<file path="config.mk">
export PLATFORM = sky130hd
export DESIGN_NAME = spmux_top
export DESIGN_NICKNAME = d
export VERILOG_FILES = /design/src/shared/spmux_pkg.sv /design/src/design/spmux_pad.sv /design/src/design/spmux_top.sv
export SDC_FILE = /design/constraint.sdc
export NUM_CORES = 1
export LEC_CHECK = 0
export BUFFER_PORTS_ARGS = -buffer_cell sky130_fd_sc_hd__buf_2
export CAP_MARGIN = 20
export CORE_UTILIZATION = 44
export DETAILED_ROUTE_END_ITERATION = 8
export PLACE_DENSITY = 0.75
export SLEW_MARGIN = 20
export SYNTH_ARGS = -nofsm -noshare
export SYNTH_HDL_FRONTEND = slang
export SYNTH_SLANG_ARGS = --single-unit
</file>
<file path="constraint.sdc">
create_clock -name SYS_CLK -period 3.9 [get_ports SYS_CLK]
set_input_delay 0.78 -clock SYS_CLK [delete_from_list [all_inputs] [get_ports SYS_CLK]]
set_output_delay 0.78 -clock SYS_CLK [all_outputs]
set_load 0.01 [all_outputs]
</file>
<file path="src/shared/spmux_pkg.sv">
/*
 package for the strap sampler and pad-function mux: straps, function codes,
 pin indices and timing. assumes a 20 MHz system clock.
*/
package spmux_pkg;
   localparam int CLK_HZ = 20000000;
   // sampling delay after power-on reset release, in microseconds
   localparam int STRAP_DELAY_US = 2000;
   localparam int STRAP_DELAY_CYC = STRAP_DELAY_US * (CLK_HZ / 1000000);
   // unstrapped defaults (internal pulls)
   localparam logic HOST_SEL_DEF = 1'h1;
   localparam logic PAD_VOLT_DEF = 1'h0;
   localparam logic CPULESS_DEF = 1'h1;
   localparam logic SERIAL_SEL_DEF = 1'h1;
   // function codes
   localparam logic [3:0] FN_0 = 4'h0;
   localparam logic [3:0] FN_PCM = 4'h1;
   localparam logic [3:0] FN_PCM2 = 4'h2;
   localparam logic [3:0] FN_3 = 4'h3;
   localparam logic [3:0] FN_4 = 4'h4;
   localparam logic [3:0] FN_5 = 4'h5;
   localparam logic [3:0] FN_7 = 4'h7;
   localparam logic [3:0] FN_FLASH = 4'hf;
   // mux pin indices
   localparam int NPIN = 15;
   localparam int P_CTS = 0;
   localparam int P_RTS = 1;
   localparam int P_RXD = 2;
   localparam int P_TXD = 3;
   localparam int P_PIN = 4;
   localparam int P_POUT = 5;
   localparam int P_PSYNC = 6;
   localparam int P_PCLK = 7;
   localparam int P_SDO = 8;
   localparam int P_SDI = 9;
   localparam int P_SWS = 10;
   localparam int P_SCLK = 11;
   localparam int P_G1 = 12;
   localparam int P_G0 = 13;
   localparam int P_CREQ = 14;
   typedef enum logic [1:0] {
      SPMUX_WAIT = 2'h0,
      SPMUX_SAMPLE = 2'h1,
      SPMUX_DONE = 2'h3
   } spmux_state_t;
   typedef enum logic [1:0] {
      SPMUX_HOST_SDIO = 2'h0,
      SPMUX_HOST_SPI = 2'h1,
      SPMUX_HOST_NONE = 2'h2
   } spmux_host_t;
endpackage
</file>
<file path="src/design/spmux_pad.sv">
/*
 one multiplexed pad: picks the outgoing level and drive enable for the
 selected function. assumes all inputs are on the system clock.
*/
`timescale 1ns/100ps
module spmux_pad #(
   parameter int IDX = 0
) (
   input wire logic [3:0] code,
   input wire logic [15:0] fn_out,
   input wire logic [15:0] fn_oe,
   output logic pad_out,
   output logic pad_oe
);
   // fn_out/fn_oe are indexed by function code, already filtered per pin
   always_comb begin
      pad_out = fn_out[code];
      pad_oe = fn_oe[code];
   end
endmodule

</file>
<file path="src/design/spmux_top.sv">
/*
 strap sampler and pad-function mux for the bluetooth-side pins.
 assumes pins are synchronised here, function codes come from software on
 the same clock, and peripheral cores sit outside on SYS_CLK.
*/
// Behaviour
// - straps sampled at power-on reset choose the operating modes
// - sampling happens some milliseconds after reset release
// - after sampling, strap pins resume their normal function
// - defaults: host 1, voltage 0, cpu-less 1, serial 1
// - host 1 gives sdio; 0 with serial 1 gives spi; else unsupported
// - voltage 0 is 1.8V, 1 is 3.3V; unsupported mode forces 3.3V
// - each mux pin follows its own software function code
// - function codes of different pins are independent
// - code 0 on generic bluetooth gpio gives plain gpio
// - uart pins: 0 uart, 7 gpio; pcm/i2s: 0 gpio,1 pcm,4/5/7 i2s,15 flash
// - auxiliary gpios appear behind pcm pins and the i2s data pins, and on code 7 of cts, rts and clock request
// - pcm sync driven as master, received as slave
// - pcm clock driven as master, received as slave
// - i2s master drives clock, word select, data; slave receives them
// - flash selection is spi master: clock, mosi, cs_n out, miso in
// - rf-busy output high through local receive and transmit slots
// - clock request pin: 0 combined request, 7 auxiliary gpio 7
`timescale 1ns/100ps
module spmux_top #(
   parameter int STRAP_DELAY = spmux_pkg::STRAP_DELAY_CYC
) (
   input wire logic SYS_CLK,
   input wire logic RST_N,
   input wire logic STRAP_HOST_SEL,
   input wire logic PAD_VOLTAGE_STRAP,
   input wire logic STRAP_CPULESS,
   input wire logic STRAP_SERIAL_SEL,
   input wire logic [59:0] PIN_CODE,
   input wire logic [14:0] PAD_IN,
   output logic [14:0] PAD_OUT,
   output logic [14:0] PAD_OE,
   output logic STRAPS_DONE,
   output logic [1:0] HOST_MODE,
   output logic PAD_3V3,
   output logic CPULESS,
   input wire logic UART_TXD,
   input wire logic UART_RTS_N,
   output logic UART_RXD,
   output logic UART_CTS_N,
   input wire logic [7:0] GPIO_OUT,
   input wire logic [7:0] GPIO_OE,
   output logic [7:0] GPIO_IN,
   input wire logic [7:0] AUX_GPIO_OUT,
   input wire logic [7:0] AUX_GPIO_OE,
   output logic [7:0] AUX_GPIO_IN,
   input wire logic PCM_MASTER,
   input wire logic PCM_OUT_D,
   input wire logic PCM_SYNC_OUT,
   input wire logic PCM_CLK_OUT,
   output logic PCM_IN_D,
   output logic PCM_SYNC_IN,
   output logic PCM_CLK_IN,
   input wire logic I2S_MASTER_CLOCK,
   input wire logic I2S_MASTER_WORD_SEL,
   input wire logic I2S_MASTER_DATA_OUT,
   input wire logic I2S_SLAVE_DATA_OUT,
   output logic I2S_SLAVE_CLOCK,
   output logic I2S_SLAVE_WORD_SEL,
   output logic I2S_DATA_IN,
   input wire logic FLASH_SERIAL_CLOCK,
   input wire logic FLASH_CHIP_SELECT_N,
   input wire logic FLASH_MASTER_OUT,
   output logic FLASH_MASTER_IN,
   input wire logic BT_RX_SLOT,
   input wire logic BT_TX_SLOT,
   input wire logic BT_PRIORITY,
   input wire logic LINK_INDICATOR,
   input wire logic LOW_POWER_CLOCK_OUT,
   input wire logic HCLK_OUT,
   input wire logic CLK_REQ_COMBINED,
   output logic COEX_TX_GRANT,
   output logic COEX_RF_BUSY
);
   localparam int NP = spmux_pkg::NPIN;
   localparam int P_CTS = spmux_pkg::P_CTS, P_RTS = spmux_pkg::P_RTS,
      P_RXD = spmux_pkg::P_RXD, P_TXD = spmux_pkg::P_TXD,
      P_PIN = spmux_pkg::P_PIN, P_POUT = spmux_pkg::P_POUT,
      P_PSYNC = spmux_pkg::P_PSYNC, P_PCLK = spmux_pkg::P_PCLK,
      P_SDO = spmux_pkg::P_SDO, P_SDI = spmux_pkg::P_SDI,
      P_SWS = spmux_pkg::P_SWS, P_SCLK = spmux_pkg::P_SCLK,
      P_G1 = spmux_pkg::P_G1, P_G0 = spmux_pkg::P_G0,
      P_CREQ = spmux_pkg::P_CREQ;

   logic rst_s1, rst_n_s;
   always_ff @(posedge SYS_CLK or negedge RST_N) begin
      if (!RST_N) begin
         rst_s1 <= 1'b0;
         rst_n_s <= 1'b0;
      end else begin
         rst_s1 <= 1'b1;
         rst_n_s <= rst_s1;
      end
   end

   // two-stage sync for straps and pad inputs
   logic [3:0] strap_s1, strap_s2;
   logic [NP-1:0] pin_s1, pin_s2;
   always_ff @(posedge SYS_CLK or negedge rst_n_s) begin
      if (!rst_n_s) begin
         strap_s1 <= 4'h0;
         strap_s2 <= 4'h0;
         pin_s1 <= '0;
         pin_s2 <= '0;
      end else begin
         strap_s1 <= {STRAP_HOST_SEL, PAD_VOLTAGE_STRAP, STRAP_CPULESS,
                      STRAP_SERIAL_SEL};
         strap_s2 <= strap_s1;
         pin_s1 <= PAD_IN;
         pin_s2 <= pin_s1;
      end
   end

   // strap sequencer
   spmux_pkg::spmux_state_t state, next_state;
   logic [31:0] cnt, next_cnt;
   logic [3:0] straps, next_straps;
   always_comb begin
      next_state = state;
      next_cnt = cnt;
      next_straps = straps;
      case (state)
         spmux_pkg::SPMUX_WAIT: begin
            next_cnt = cnt + 32'h1;
            if (cnt >= 32'(STRAP_DELAY - 1)) begin
               next_state = spmux_pkg::SPMUX_SAMPLE;
            end
         end
         spmux_pkg::SPMUX_SAMPLE: begin
            next_straps = strap_s2;
            next_state = spmux_pkg::SPMUX_DONE;
         end
         spmux_pkg::SPMUX_DONE: begin
            next_straps = straps;
         end
         default: next_state = spmux_pkg::SPMUX_WAIT;
      endcase
   end
   always_ff @(posedge SYS_CLK or negedge rst_n_s) begin
      if (!rst_n_s) begin
         state <= spmux_pkg::SPMUX_WAIT;
         cnt <= 32'h0;
         straps <= {spmux_pkg::HOST_SEL_DEF, spmux_pkg::PAD_VOLT_DEF,
                    spmux_pkg::CPULESS_DEF, spmux_pkg::SERIAL_SEL_DEF};
      end else begin
         state <= next_state;
         cnt <= next_cnt;
         straps <= next_straps;
      end
   end

   wire logic done = (state == spmux_pkg::SPMUX_DONE);
   spmux_pkg::spmux_host_t next_host;
   logic next_3v3;
   always_comb begin
      if (straps[3]) begin
         next_host = spmux_pkg::SPMUX_HOST_SDIO;
      end else if (straps[0]) begin
         next_host = spmux_pkg::SPMUX_HOST_SPI;
      end else begin
         next_host = spmux_pkg::SPMUX_HOST_NONE;
      end
      next_3v3 = (next_host == spmux_pkg::SPMUX_HOST_NONE) ? 1'b1 : straps[2];
   end

   // per-pin function tables: index = function code
   logic [15:0] fo [NP];
   logic [15:0] fe [NP];
   wire logic sync_m = PCM_MASTER;
   always_comb begin
      for (int i = 0; i < NP; i++) begin
         fo[i] = 16'h0000;
         fe[i] = 16'h0000;
      end
      fo[P_RTS][0] = UART_RTS_N;
      fe[P_RTS][0] = 1'b1;
      fo[P_TXD][0] = UART_TXD;
      fe[P_TXD][0] = 1'b1;
      fo[P_CTS][7] = AUX_GPIO_OUT[1];
      fe[P_CTS][7] = AUX_GPIO_OE[1];
      fo[P_RTS][7] = AUX_GPIO_OUT[0];
      fe[P_RTS][7] = AUX_GPIO_OE[0];
      fo[P_RXD][7] = GPIO_OUT[5];
      fe[P_RXD][7] = GPIO_OE[5];
      fo[P_TXD][7] = GPIO_OUT[4];
      fe[P_TXD][7] = GPIO_OE[4];
      // pcm/i2s and generic gpio pins, code 0 gpio
      fo[P_PIN][0] = AUX_GPIO_OUT[3];
      fe[P_PIN][0] = AUX_GPIO_OE[3];
      fo[P_POUT][0] = AUX_GPIO_OUT[2];
      fe[P_POUT][0] = AUX_GPIO_OE[2];
      fo[P_PSYNC][0] = AUX_GPIO_OUT[1];
      fe[P_PSYNC][0] = AUX_GPIO_OE[1];
      fo[P_PCLK][0] = AUX_GPIO_OUT[0];
      fe[P_PCLK][0] = AUX_GPIO_OE[0];
      fo[P_SDO][0] = AUX_GPIO_OUT[5];
      fe[P_SDO][0] = AUX_GPIO_OE[5];
      fo[P_SDI][0] = AUX_GPIO_OUT[6];
      fe[P_SDI][0] = AUX_GPIO_OE[6];
      fo[P_SWS][0] = GPIO_OUT[7];
      fe[P_SWS][0] = GPIO_OE[7];
      fo[P_SCLK][0] = GPIO_OUT[6];
      fe[P_SCLK][0] = GPIO_OE[6];
      fo[P_G1][0] = GPIO_OUT[1];
      fe[P_G1][0] = GPIO_OE[1];
      fo[P_G0][0] = GPIO_OUT[0];
      fe[P_G0][0] = GPIO_OE[0];
      // pcm
      for (int c = 1; c <= 2; c++) begin
         fo[P_POUT][c] = PCM_OUT_D;
         fe[P_POUT][c] = 1'b1;
         fo[P_PSYNC][c] = PCM_SYNC_OUT;
         fe[P_PSYNC][c] = sync_m;
         fo[P_PCLK][c] = PCM_CLK_OUT;
         fe[P_PCLK][c] = sync_m;
      end
      fo[P_SDO][1] = PCM_OUT_D;
      fe[P_SDO][1] = 1'b1;
      fo[P_SWS][1] = PCM_SYNC_OUT;
      fe[P_SWS][1] = sync_m;
      fo[P_SCLK][1] = PCM_CLK_OUT;
      fe[P_SCLK][1] = sync_m;
      // misc code 3/4
      fo[P_PIN][3] = HCLK_OUT;
      fe[P_PIN][3] = 1'b1;
      fo[P_POUT][3] = LINK_INDICATOR;
      fe[P_POUT][3] = 1'b1;
      fo[P_PSYNC][3] = HCLK_OUT;
      fe[P_PSYNC][3] = 1'b1;
      fo[P_SDI][3] = HCLK_OUT;
      fe[P_SDI][3] = 1'b1;
      fo[P_SWS][3] = LINK_INDICATOR;
      fe[P_SWS][3] = 1'b1;
      fo[P_PSYNC][4] = LOW_POWER_CLOCK_OUT;
      fe[P_PSYNC][4] = 1'b1;
      fo[P_SCLK][4] = LOW_POWER_CLOCK_OUT;
      fe[P_SCLK][4] = 1'b1;
      fo[P_SDO][4] = I2S_SLAVE_DATA_OUT;
      fe[P_SDO][4] = 1'b1;
      fo[P_G0][4] = LOW_POWER_CLOCK_OUT;
      fe[P_G0][4] = 1'b1;
      // i2s master (code 5), slave (code 7), bt priority, clock request (codes 0/7), flash (code 15)
      fo[P_POUT][5] = I2S_MASTER_DATA_OUT;
      fe[P_POUT][5] = 1'b1;
      fo[P_PSYNC][5] = I2S_MASTER_WORD_SEL;
      fe[P_PSYNC][5] = 1'b1;
      fo[P_PCLK][5] = I2S_MASTER_CLOCK;
      fe[P_PCLK][5] = 1'b1;
      fo[P_SDO][5] = I2S_MASTER_DATA_OUT;
      fe[P_SDO][5] = 1'b1;
      fo[P_SWS][5] = I2S_MASTER_WORD_SEL;
      fe[P_SWS][5] = 1'b1;
      fo[P_SCLK][5] = I2S_MASTER_CLOCK;
      fe[P_SCLK][5] = 1'b1;
      fo[P_POUT][7] = I2S_SLAVE_DATA_OUT;
      fe[P_POUT][7] = 1'b1;
      fo[P_SDO][7] = BT_PRIORITY;
      fe[P_SDO][7] = 1'b1;
      fo[P_G1][7] = BT_PRIORITY;
      fe[P_G1][7] = 1'b1;
      fo[P_CREQ][0] = CLK_REQ_COMBINED;
      fe[P_CREQ][0] = 1'b1;
      fo[P_CREQ][7] = AUX_GPIO_OUT[7];
      fe[P_CREQ][7] = AUX_GPIO_OE[7];
      fo[P_POUT][15] = FLASH_MASTER_OUT;
      fe[P_POUT][15] = 1'b1;
      fo[P_PSYNC][15] = FLASH_CHIP_SELECT_N;
      fe[P_PSYNC][15] = 1'b1;
      fo[P_PCLK][15] = FLASH_SERIAL_CLOCK;
      fe[P_PCLK][15] = 1'b1;
   end

   logic [NP-1:0] next_out, next_oe;
   genvar g;
   generate
      for (g = 0; g < NP; g++) begin : pad
         spmux_pad #(.IDX(g)) u_pad (
            .code(PIN_CODE[4*g +: 4]),
            .fn_out(fo[g]),
            .fn_oe(fe[g]),
            .pad_out(next_out[g]),
            .pad_oe(next_oe[g])
         );
      end
   endgenerate

   function automatic logic sel(input logic [59:0] codes, input int p,
                                input logic [3:0] c);
      sel = (codes[4*p +: 4] == c);
   endfunction

   // inbound routing
   logic [39:0] next_in;
   always_comb begin
      next_in = 40'h0;
      next_in[0] = sel(PIN_CODE, P_RXD, 4'h0) ? pin_s2[P_RXD] : 1'b1;
      next_in[1] = sel(PIN_CODE, P_CTS, 4'h0) ? pin_s2[P_CTS] : 1'b1;
      next_in[2] = (sel(PIN_CODE, P_PIN, 4'h1) & pin_s2[P_PIN])
                 | (sel(PIN_CODE, P_SDI, 4'h1) & pin_s2[P_SDI])
                 | (sel(PIN_CODE, P_PIN, 4'h2) & pin_s2[P_PIN]);
      next_in[3] = (~sync_m) & (sel(PIN_CODE, P_PSYNC, 4'h1)
                 ? pin_s2[P_PSYNC] : pin_s2[P_SWS]);
      next_in[4] = (~sync_m) & (sel(PIN_CODE, P_PCLK, 4'h1)
                 ? pin_s2[P_PCLK] : pin_s2[P_SCLK]);
      next_in[5] = sel(PIN_CODE, P_PCLK, 4'h7) ? pin_s2[P_PCLK]
                 : pin_s2[P_SCLK];
      next_in[6] = sel(PIN_CODE, P_PSYNC, 4'h7) ? pin_s2[P_PSYNC]
                 : pin_s2[P_SWS];
      next_in[7] = sel(PIN_CODE, P_PIN, 4'h7) ? pin_s2[P_PIN]
                 : pin_s2[P_SDI];
      next_in[8] = sel(PIN_CODE, P_PIN, 4'hf) & pin_s2[P_PIN];
      next_in[9] = sel(PIN_CODE, P_SDI, 4'h7) & pin_s2[P_SDI];
      next_in[10] = BT_RX_SLOT | BT_TX_SLOT;
      next_in[11] = pin_s2[P_G0];
      next_in[12] = pin_s2[P_G1];
      next_in[13] = pin_s2[P_TXD];
      next_in[14] = pin_s2[P_RXD];
      next_in[15] = pin_s2[P_SCLK];
      next_in[16] = pin_s2[P_SWS];
      next_in[17] = pin_s2[P_PCLK];
      next_in[18] = pin_s2[P_PSYNC];
      next_in[19] = pin_s2[P_POUT];
      next_in[20] = pin_s2[P_PIN];
      next_in[21] = pin_s2[P_SDO];
      next_in[22] = pin_s2[P_SDI];
      next_in[23] = pin_s2[P_CREQ];
      next_in[24] = pin_s2[P_CTS];
      next_in[25] = pin_s2[P_RTS];
   end

   always_ff @(posedge SYS_CLK or negedge rst_n_s) begin
      if (!rst_n_s) begin
         PAD_OUT <= '0;
         PAD_OE <= '0;
         STRAPS_DONE <= 1'b0;
         HOST_MODE <= spmux_pkg::SPMUX_HOST_SDIO;
         PAD_3V3 <= 1'b0;
         CPULESS <= spmux_pkg::CPULESS_DEF;
         UART_RXD <= 1'b1;
         UART_CTS_N <= 1'b1;
         GPIO_IN <= 8'h00;
         AUX_GPIO_IN <= 8'h00;
         {PCM_IN_D, PCM_SYNC_IN, PCM_CLK_IN} <= 3'h0;
         {I2S_SLAVE_CLOCK, I2S_SLAVE_WORD_SEL, I2S_DATA_IN} <= 3'h0;
         FLASH_MASTER_IN <= 1'b0;
         COEX_TX_GRANT <= 1'b0;
         COEX_RF_BUSY <= 1'b0;
      end else begin
         // pads stay undriven until straps are taken
         PAD_OUT <= done ? next_out : '0;
         PAD_OE <= done ? next_oe : '0;
         STRAPS_DONE <= done;
         HOST_MODE <= next_host;
         PAD_3V3 <= next_3v3;
         CPULESS <= straps[1];
         UART_RXD <= next_in[0];
         UART_CTS_N <= next_in[1];
         PCM_IN_D <= next_in[2];
         PCM_SYNC_IN <= next_in[3];
         PCM_CLK_IN <= next_in[4];
         I2S_SLAVE_CLOCK <= next_in[5];
         I2S_SLAVE_WORD_SEL <= next_in[6];
         I2S_DATA_IN <= next_in[7];
         FLASH_MASTER_IN <= next_in[8];
         COEX_TX_GRANT <= next_in[9];
         COEX_RF_BUSY <= next_in[10];
         GPIO_IN <= {next_in[16], next_in[15], next_in[14], next_in[13],
                     2'h0, next_in[12], next_in[11]};
         AUX_GPIO_IN <= {next_in[23], next_in[22], next_in[21], 1'b0,
                         next_in[20], next_in[19], next_in[18],
                         next_in[17]};
      end
   end

   rf_busy_a: assert property (@(posedge SYS_CLK) disable iff (!rst_n_s)
      (BT_RX_SLOT | BT_TX_SLOT) |=> COEX_RF_BUSY)
      else $error("rf busy not raised in slot");
   straps_hold_a: assert property (@(posedge SYS_CLK) disable iff (!rst_n_s)
      STRAPS_DONE |=> $stable(CPULESS) && $stable(HOST_MODE))
      else $error("straps changed after sampling");
   sdio_mode_a: assert property (@(posedge SYS_CLK) disable iff (!rst_n_s)
      straps[3] |=> HOST_MODE == spmux_pkg::SPMUX_HOST_SDIO)
      else $error("sdio select not honoured");
   unsup_volt_a: assert property (@(posedge SYS_CLK) disable iff (!rst_n_s)
      (straps[3] == 1'b0 && straps[0] == 1'b0) |=> PAD_3V3)
      else $error("unsupported mode not 3.3V");
   pads_idle_a: assert property (@(posedge SYS_CLK) disable iff (!rst_n_s)
      !done |=> PAD_OE == '0)
      else $error("pad driven before straps taken");
   flash_cs_a: assert property (@(posedge SYS_CLK) disable iff (!rst_n_s)
      (done && sel(PIN_CODE, P_PSYNC, 4'hf)) |=>
      PAD_OE[P_PSYNC] && PAD_OUT[P_PSYNC] == $past(FLASH_CHIP_SELECT_N))
      else $error("flash chip select not driven");
   pcm_slave_a: assert property (@(posedge SYS_CLK) disable iff (!rst_n_s)
      (done && !PCM_MASTER && sel(PIN_CODE, P_PCLK, 4'h1)) |=>
      !PAD_OE[P_PCLK])
      else $error("pcm clock driven as slave");
   creq_a: assert property (@(posedge SYS_CLK) disable iff (!rst_n_s)
      (done && sel(PIN_CODE, P_CREQ, 4'h0)) |=>
      PAD_OUT[P_CREQ] == $past(CLK_REQ_COMBINED))
      else $error("clock request not routed");
   c_done: cover property (@(posedge SYS_CLK) $rose(STRAPS_DONE));
   c_spi: cover property (@(posedge SYS_CLK)
      HOST_MODE == spmux_pkg::SPMUX_HOST_SPI);
   c_flash: cover property (@(posedge SYS_CLK) PAD_OE[P_PCLK] && done);
endmodule

</file>
==> impl_metrics.py, run 1 <==
metrics = {
    "timing": {
        "fin_crit_sh": 0.571,
        "setup_slack_ns": 1.67,
        "setup-tns-final_ns": 0,
        "slew_headroom": 0.495,
        "setup_viol": 0,
        "worst_pin_slew_ns": 0.757,
        "period_needed_ns": 2.23,
        "maxClockFrequency_ghz": 0.449,
        "slew_violations": 0,
        "rsz0062_at_grt": "no",
        "hold_violations": 0,
        "clock_skew_ns": 0.0130,
        "holdWs_ns": 0.139,
    },
    "cells_and_area": {
        "mostFrequentLayoutCell": "buf_2",
        "fin_nets": 751,
        "num-fill-cells": 938,
        "final_core_util": 0.602,
        "drive_above_1_share": 0.395,
        "area_delta_synth_final_pct": 31.8,
        "final_cell_mix": "buf_2, dfrtp_1, nor2_1",
        "finalNonFillerCells": 774,
    },
    "drt": {
        "drt-total-wl_um": 12200,
        "drtPass1Iterations": 7,
        "drcViolationCount": 20,
        "drt_iter0_markers": 290,
        "vias": 4063,
        "via_per_inst": 5.25,
        "postRouteAntennaNets": 0,
        "wl_per_cell_um": 15.8,
    },
    "setup_path": {
        "cp.arrival_ns": 2.52,
        "required_ns": 4.19,
        "crit_buf_inv": 0,
        "slowest_delay_ns": 0.54,
        "cp-end-kind": "flop",
        "crit_family": "simple AND/OR/NAND/NOR gates",
        "start_kind": "flop",
        "worstSetupPathType": "reg2reg",
        "cpMaxStageDelayCell": "or3_1",
        "cp_cell_sequence": "ha_1 -> or3b_4 -> or3_1 -> or3_4 -> xnor2_2",
        "path_max_fanout": 6,
    },
    "yosys": {
        "synth_flop_cell": "dfrtp_1",
        "synth_edf_count": 0,
        "avgSynthCellArea_um2": 12.5,
        "synthesis.area_mm2": 0.00528,
        "synth_warnings": 0,
        "ys_ff_latch": 135,
        "synthCells": 424,
        "ys_seq_area_frac": 0.641,
        "synth_cell_types": 53,
        "async_reset_ff_frac": 1.00,
    },
    "run_status": {
        "status": "finished, violations left",
        "failed_checks": "design-rule violations",
    },
    "run": {
        "maxCapViolCount": 0,
    },
    "die": {
        "dieHeight_um": 112,
        "start_util": 0.457,
        "die_w_um": 112,
        "die_area_mm2": 0.0125,
        "core_mm2": 0.0116,
        "io_pins": 195,
        "core.rowCount": 39,
    },
    "worst_hold_path": {
        "hp-class": "in2async",
    },
    "clock_tree": {
        "ctsHoldBuffers": 0,
        "tritoncts": "done",
        "cts-root-buf": "clkbuf_16",
        "cts_setup_buffers": 0,
        "cts_buffer_depth": 2,
        "cts_buffers": 17,
        "clock_latency_ns": 0.42,
        "htree_levels": 4,
        "clk_pin_slew_ns": 0.06,
        "numClockSinks": 135,
        "ctsResizeCount": 0,
    },
    "power_and_ir_drop": {
        "vdd.ir_drop.worst_v": 0.000253,
        "p_per_area_mw_per_mm2": 466,
        "p_leak_nw": 3.41,
    },
    "placement": {
        "dpl.cell_count": 741,
        "gp_congestion": 0.891,
        "dp_hpwl_um": 8990,
        "port_buffers": 184,
        "place_ws_ns": 1.74,
    },
    "global_route": {
        "antenna_found_initial": 1,
        "grt_pass1_wl_um": 20100,
        "grtUsageTotal": 0.212,
        "grt_pass1_vias": 4179,
        "grt_max_degree": 77,
        "global_route.overflow_total": 0,
    },
}
registers in the layout (all words and copies together) (netlist names), 2 cells and up:
register,count
cnt,32
PAD_OE,15
PAD_OUT,15
pin_s1,14
pin_s2,14
AUX_GPIO_IN,7
GPIO_IN,6
strap_s1,4
strap_s2,4
straps,4
HOST_MODE,2
state,2
per-layer routing:
metal | part of all wire | track usage | vias to the layer above
met2 | 0.50 | 0.356 | 167
met1 | 0.40 | 0.246 | 1969
li1 | - | - | 1902
met3 | 0.067 | 0.0697 | 25
met4 | 0.025 | 0.0991 | 0
met5 | 0 | 0 | -
per-stage QoR:
step | total power, mW | instance area [um2]
6_report | 3.25 | 6960
5_1_grt | 3.37 | 6960
4_1_cts | 3.29 | 6960
3_5_place_dp | 1.66 | 6360
3_3_place_gp | 1.65 | 6360
2_1_floorplan | 1.55 | 5290
where the power goes:
part           total (mW)  internal [mW]  leakage [nW]  switching (mW)
registers            1.46           1.43          1.71          0.0218
clock network        1.61           1.01         0.289           0.603
logic               0.178         0.0857          1.41          0.0920
worst reg2reg max path, stage by stage, from the launching register on:
cell and delay, ns:
dfrtp_1 0.39, ha_1 0.21, or3b_4 0.42, or3_1 0.54, or3_4 0.41, xnor2_2 0.13
synth_stat cells, types with 2 or more instances:
master	instances	area [um2]
a21oi_1	8	40.0
xnor2_1	18	158
and4_1	6	52.6
nand2_1	27	101
nor4_2	4	50.1
mux2i_1	7	70.1
nand4_1	11	68.8
or3_1	2	12.5
a211oi_1	7	52.6
conb_1	2	7.51
a2111o_1	2	22.5
nand3_1	18	90.1
buf_4	3	22.5
mux4_2	2	45.0
nor4b_1	3	26.3
nor3_1	24	120
buf_2	2	10.0
and2_1	6	37.5
clkbuf_1	9	33.8
nor2_1	30	113
o32a_1	2	20.0
inv_1	9	33.8
and3_1	7	43.8
o21ai_0	4	20.0
or2_2	2	12.5
dfrtp_1	129	3230
nor4_1	11	68.8
mux2_2	11	124
nor3b_1	2	15.0
nor2b_1	7	43.8
dfstp_2	6	158
xor2_1	13	114
a22oi_1	5	37.5
a2111oi_0	5	43.8
nand4b_1	2	17.5
worst paths after layout:
| path | startpoint | end | slack [ns] | cells past startpoint |
|---|---|---|---|---|
| setup reg to reg | cnt[0] | cnt[14] | 1.67 | 5 |
| setup / recovery | cnt[0] | cnt[14] | 1.67 | 5 |
| max in group asynchronous | rst_n_s | straps[3] | 2.61 | 1 |
| min in group SYS_CLK | pin_s2[14] | AUX_GPIO_IN[7] | 0.34 | 0 |
| hold / removal | RST_N | rst_n_s | 0.14 | 1 |
| hold reg to reg | pin_s2[14] | AUX_GPIO_IN[7] | 0.34 | 0 |
layout make-up:
type	instances	area, um2	area share
sequential	135	3390	0.487
multi-input combinational	268	1810	0.259
timing repair buffer	186	948	0.136
clock buffer	18	429	0.0616
tap	143	179	0.0257
clock inverter	14	174	0.0250
inverter	9	33.8	0.00485
antenna	1	2.50	0.000359
kinds of logic after synthesis:
group	after synthesis	synth area share
mux	20	0.0452
compound gates	44	0.0618
simple gates	167	0.175
flops	135	0.641
buf+inv	23	0.0189
xor+xnor	32	0.0545
fa+ha+maj	1	0.00237
other cells	2	0.00142
Note: power is estimated with default switching activity, not from simulation.
==> run 2: changes to the inputs <==
--- a/config.mk
+++ b/config.mk
@@ -7,9 +7,9 @@
 export LEC_CHECK = 0
 export BUFFER_PORTS_ARGS = -buffer_cell sky130_fd_sc_hd__buf_2
 export CAP_MARGIN = 20
-export CORE_UTILIZATION = 44
+export CORE_UTILIZATION = 49
 export DETAILED_ROUTE_END_ITERATION = 8
-export PLACE_DENSITY = 0.75
+export PLACE_DENSITY = 0.79
 export SLEW_MARGIN = 20
 export SYNTH_ARGS = -nofsm -noshare
 export SYNTH_HDL_FRONTEND = slang
==> constraint.sdc (replaced) <==
create_clock -name SYS_CLK -period 2.26 [get_ports SYS_CLK]
set_input_delay 0.452 -clock SYS_CLK [delete_from_list [all_inputs] [get_ports SYS_CLK]]
set_output_delay 0.452 -clock SYS_CLK [all_outputs]
set_load 0.01 [all_outputs]
==> run 2 against run 1 <==
Effect of this change: the flow now finishes without violations; sequential power grew 72%; clock skew grew 0.00095 ns; non-clock buffer count grew 6; die area shrank 10%; first-iteration DRC count grew 46%; setup slack lost 1.4 ns; count of clock-buffer cells in the layout shrank 1; maximum frequency grew 11%; total power grew 69%.
==> impl_metrics.py, run 2 (synthesis gave the netlist of run 1 again) <==
metrics = {
    "run_status": {
        "status": "finished clean",
    },
    "worst_hold_path": {
        "hp-class": "in2reg",
        "min_from": "PAD_IN[3]",
        "hold_path_depth": 1,
        "whs_endpoint": "pin_s1[3]",
    },
    "setup_path": {
        "start_kind": "flop",
        "worstSetupPathType": "reg2reg",
        "timing.rr.start": "cnt[0]",
        "path_max_fanout": 5,
        "worstRegToRegCells": 6,
        "cp-end-kind": "flop",
        "cp.arrival_ns": 2.45,
        "r2r-end": "cnt[28]",
        "required_ns": 2.70,
        "rrSetupSlack_ns": 0.25,
    },
    "cells_and_area": {
        "mostFrequentLayoutCell": "buf_2",
        "final_cell_mix": "buf_2, dfrtp_1, nor2_1",
        "drive_above_1_share": 0.401,
        "fin_nets": 757,
        "area_delta_synth_final_pct": 31.8,
        "top_register": "cnt",
        "num-fill-cells": 751,
        "diodes": 0,
        "final_area_mm2": 0.00696,
        "reg_top3": "cnt (32), PAD_OE (15), PAD_OUT (15)",
        "largest_reg_flops": 32,
    },
    "drt": {
        "drcViolationCount": 0,
        "drt_iter0_markers": 423,
        "postRouteAntennaNets": 0,
        "drt-total-wl_um": 12800,
        "wl_per_cell_um": 16.6,
        "via_per_inst": 5.46,
        "vias": 4218,
        "drtPass1Iterations": 5,
    },
    "clock_tree": {
        "clock_latency_ns": 0.52,
        "numClockSinks": 135,
        "cts-root-buf": "clkbuf_8",
        "tritoncts": "done",
        "clk_pin_slew_ns": 0.07,
        "ctsResizeCount": 0,
        "htree_levels": 4,
        "cts_buffer_depth": 2,
        "cts_buffers": 17,
        "cts_setup_buffers": 0,
    },
    "timing": {
        "fin_crit_sh": 0.889,
        "maxClockFrequency_ghz": 0.498,
        "setup_viol": 0,
        "period_needed_ns": 2.01,
        "worst_pin_slew_ns": 0.625,
        "hold_violations": 0,
        "rsz0062_at_grt": "no",
        "slew_headroom": 0.572,
        "clock_skew_ns": 0.0140,
        "slew_violations": 0,
        "setup-tns-final_ns": 0,
    },
    "power_and_ir_drop": {
        "p_leak_nw": 3.43,
        "p_per_area_mw_per_mm2": 787,
        "vdd.ir_drop.worst_v": 0.000446,
    },
    "placement": {
        "gp_congestion": 0.910,
        "postPlaceCellArea_mm2": 0.00638,
        "port_buffers": 184,
        "dp_hpwl_um": 9280,
    },
    "global_route": {
        "grt_max_degree": 51,
        "grtUsageTotal": 0.246,
        "antenna_found_initial": 0,
        "grt_pass1_wl_um": 20800,
        "grt_pass1_vias": 4196,
        "global_route.overflow_total": 0,
    },
    "die": {
        "core_mm2": 0.0104,
        "die_w_um": 106,
        "start_util": 0.510,
        "dieHeight_um": 106,
        "core.rowCount": 37,
        "die_area_mm2": 0.0112,
        "io_pins": 195,
    },
    "run": {
        "maxCapViolCount": 0,
    },
}
-- run 2: metal layers --
| layer | wire, um | vias up | global-route usage |
|---|---|---|---|
| met3 | 883 | 36 | 0.0649 |
| met2 | 6510 | 221 | 0.416 |
| li1 | - | 1917 | - |
| met5 | 0 | - | 0 |
| met1 | 5110 | 2044 | 0.294 |
| met4 | 343 | 0 | 0.111 |
-- run 2: layout make-up --
cell class | instances | area, um2 | share of cell area
inverters | 9 | 33.8 | 0.00485
clock inverters | 15 | 155 | 0.0223
clock buffers | 17 | 414 | 0.0595
well taps | 136 | 170 | 0.0244
flip-flops and latches | 135 | 3390 | 0.487
repair buffers | 192 | 996 | 0.143
multi-input cells | 268 | 1810 | 0.259
-- run 2: worst max-delay path by stage --
stage	startpoint	to	slack [ns]	cells after the start
final	cnt[0]	cnt[28]	0.25	6
after detailed placement	cnt[0]	cnt[28]	0.24	6
after global placement	cnt[0]	cnt[14]	0.34	5
after CTS	cnt[0]	cnt[28]	0.24	6
after floorplan	rst_n_s	AUX_GPIO_IN[0]	0.02	0
after global routing	cnt[0]	cnt[28]	0.17	6
-- run 2: metrics by stage --
stage	hold WS [ns]	util	instances	power, mW	setup slack (ns)
floorplan	0.156	-	426	2.67	0.0208
global placement	0.237	0.616	739	2.85	0.339
detailed placement	0.240	0.616	739	2.87	0.238
CTS	0.0164	0.672	772	5.54	0.243
global route	0.0121	0.672	772	5.68	0.170
finish	0.0381	0.672	772	5.48	0.251
-- run 2: worst max-delay path: stages (launching register included) --
cell and delay [ns]:
dfrtp_1 0.39, ha_1 0.21, or3b_4 0.41, or3_1 0.38
buf_4 0.18, nor4_2 0.21, xor2_1 0.16
-- run 2: report_power, final --
part | total (mW) | switching (mW) | internal [mW]
clock | 2.65 | 1.15 | 1.50
combinational | 0.323 | 0.172 | 0.151
sequential | 2.51 | 0.0329 | 2.47
total | 5.48 | 1.35 | 4.13
-- run 2: timing repair --
| action | in CTS | in global routing |
|---|---|---|
| endpoints found under the hold margin | 2 | 0 |
| hold buffers | 1 | 0 |
| setup endpoints to repair | 0 | 0 |
==> run 3: changes to the inputs <==
==> constraint.sdc (replaced) <==
create_clock -name SYS_CLK -period 1.9 [get_ports SYS_CLK]
set_input_delay 0.38 -clock SYS_CLK [delete_from_list [all_inputs] [get_ports SYS_CLK]]
set_output_delay 0.38 -clock SYS_CLK [all_outputs]
set_load 0.01 [all_outputs]
==> run 3 against run 2 <==
Effect of this change: via count increased by 0.73%; final area increased by 5.2%; count of clock-buffer cells in the layout grew 1; critical path type unchanged; clock skew is 0.0054 ns lower; sequential share of layout area down 2.4 points; first-iteration DRC count fell by 43%.
==> impl_metrics.py, run 3 (synthesis gave the netlist of run 1 again) <==
metrics = {
    "timing": {
        "rsz0062_at_grt": "yes",
        "setup_viol": 0,
        "clock_skew_ns": 0.00856,
        "slew_violations": 0,
        "maxClockFrequency_ghz": 0.527,
        "worst_pin_slew_ns": 0.597,
        "period_needed_ns": 1.90,
        "hold_violations": 0,
        "slew_headroom": 0.601,
        "holdWs_ns": 0.0301,
        "fin_crit_sh": 0.998,
    },
    "drt": {
        "drt_iter0_markers": 239,
        "vias": 4249,
        "wl_per_cell_um": 16.2,
        "drt-total-wl_um": 13000,
        "postRouteAntennaNets": 0,
        "drtPass1Iterations": 5,
        "drcViolationCount": 0,
        "via_per_inst": 5.28,
    },
    "global_route": {
        "grtUsageTotal": 0.247,
        "grt_max_degree": 34,
        "grt_pass1_wl_um": 20900,
        "antenna_found_initial": 1,
        "grt_pass1_vias": 4375,
        "global_route.overflow_total": 0,
    },
    "clock_tree": {
        "clock_latency_ns": 0.52,
        "cts-root-buf": "clkbuf_8",
        "numClockSinks": 135,
        "cts_buffer_depth": 2,
        "htree_levels": 4,
        "clk_pin_slew_ns": 0.06,
        "tritoncts": "done",
        "cts_buffers": 17,
    },
    "setup_path": {
        "crit_family": "simple AND/OR/NAND/NOR gates",
        "cpMaxStageDelayCell": "or3b_4",
        "crit_buf_inv": 0,
        "cp_common_cell": "or3_4",
        "required_ns": 2.29,
        "slowest_delay_ns": 0.39,
        "cp.arrival_ns": 2.29,
        "path_max_fanout": 3,
        "start_kind": "flop",
        "worstSetupPathType": "reg2reg",
        "cp_cell_sequence": "ha_2 -> or3b_4 -> or3_4 -> or3_4 -> xnor2_2",
        "cp-end-kind": "flop",
    },
    "power_and_ir_drop": {
        "vdd.ir_drop.worst_v": 0.000714,
        "p_leak_nw": 3.63,
        "p_per_area_mw_per_mm2": 915,
    },
    "placement": {
        "port_buffers": 184,
        "dp_hpwl_um": 9250,
        "gp_congestion": 0.850,
        "dpl.cell_count": 747,
    },
    "die": {
        "core_mm2": 0.0104,
        "die_w_um": 106,
        "start_util": 0.510,
        "dieHeight_um": 106,
        "core.rowCount": 37,
        "die_area_mm2": 0.0112,
        "io_pins": 195,
    },
    "run": {
        "maxCapViolCount": 0,
    },
    "cells_and_area": {
        "reg_top3": "cnt (32), PAD_OE (15), PAD_OUT (15)",
        "final_cell_mix": "buf_2, dfrtp_1, nor2_1",
        "mostFrequentLayoutCell": "buf_2",
        "drive_above_1_share": 0.407,
        "area_delta_synth_final_pct": 38.7,
        "top_register": "cnt",
        "finalNonFillerCells": 804,
        "final_core_util": 0.707,
        "fin_nets": 787,
        "largest_reg_flops": 32,
    },
    "run_status": {
        "status": "finished clean",
    },
    "worst_hold_path": {
        "hp-class": "in2reg",
    },
}
-- run 3: cell count changes in the layout (fill, tap and decap cells not counted), moves of 2 or more --
cell	delta
diode_2	+2
inv_8	+2
or3_4	+2
inv_6	-3
dlygate4sd3_1	+18
or3_1	-2
buf_4	+10
nor4_4	+2
-- run 3: area by class of cell --
class / count / area [um2]
multi-input combinational: 268 / 1840
clock inverter: 14 / 178
sequential: 135 / 3390
fill: 732 / 3040
tap: 136 / 170
timing repair buffer: 222 / 1280
antenna: 2 / 5.00
inverter: 9 / 33.8
clock buffer: 18 / 428
-- run 3: per-stage QoR --
step | TNS (ns) | power [mW] | cell area (um2) | setup WS [ns]
finish | 0 | 6.71 | 7330 | 0.00372
global route | -0.146 | 6.95 | 7330 | -0.0528
detailed placement | -0.00581 | 3.42 | 6460 | -0.00581
floorplan | -0.0682 | 3.18 | 5300 | -0.0682
CTS | 0 | 6.75 | 7280 | 0.00352
global placement | 0 | 3.40 | 6460 | 0.0613
-- run 3: what timing repair did --
| action | CTS | global route |
|---|---|---|
| setup endpoints to repair | 3 | 8 |
| gates resized for setup | 2 | 5 |
| pin swaps | 2 | 2 |
| hold buffers | 19 | 0 |
| endpoints found under the hold margin | 20 | 0 |
| buffers inserted | 2 | 2 |
-- run 3: final timing paths --
kind | endpoint | startpoint | cells past startpoint | slack (ns)
hold reg to reg | pin_s1[14] | rst_n_s | 0 | 0.29
max in group asynchronous | UART_RXD | rst_n_s | 1 | 0.95
setup / recovery | cnt[14] | cnt[1] | 5 | 0.004
hold / removal | PAD_OUT[11] | PIN_CODE[45] | 2 | 0.03
setup reg to reg | cnt[14] | cnt[1] | 5 | 0.004
min in group asynchronous | rst_n_s | RST_N | 2 | 0.18
-- run 3: routing by layer --
| layer | share of wire | routed length [um] | track usage | vias to the layer above |
|---|---|---|---|---|
| li1 | - | - | - | 1982 |
| met1 | 0.40 | 5250 | 0.284 | 2091 |
| met2 | 0.52 | 6780 | 0.432 | 149 |
| met3 | 0.049 | 633 | 0.0600 | 27 |
| met4 | 0.029 | 375 | 0.117 | 0 |
| met5 | 0 | 0 | 0 | - |
-- run 3: power breakdown --
| part | switching [mW] | internal (mW) | leakage, nW |
|---|---|---|---|
| Sequential | 0.0357 | 2.94 | 1.71 |
| Combinational | 0.213 | 0.210 | 1.62 |
| Clock | 1.34 | 1.97 | 0.300 |
-- run 3: worst reg2reg max path, cell delays in order (launching register included) --
cell	delay, ns
dfrtp_1	0.36
ha_2	0.20
or3b_4	0.39
or3_4	0.36
or3_4	0.35
xnor2_2	0.13
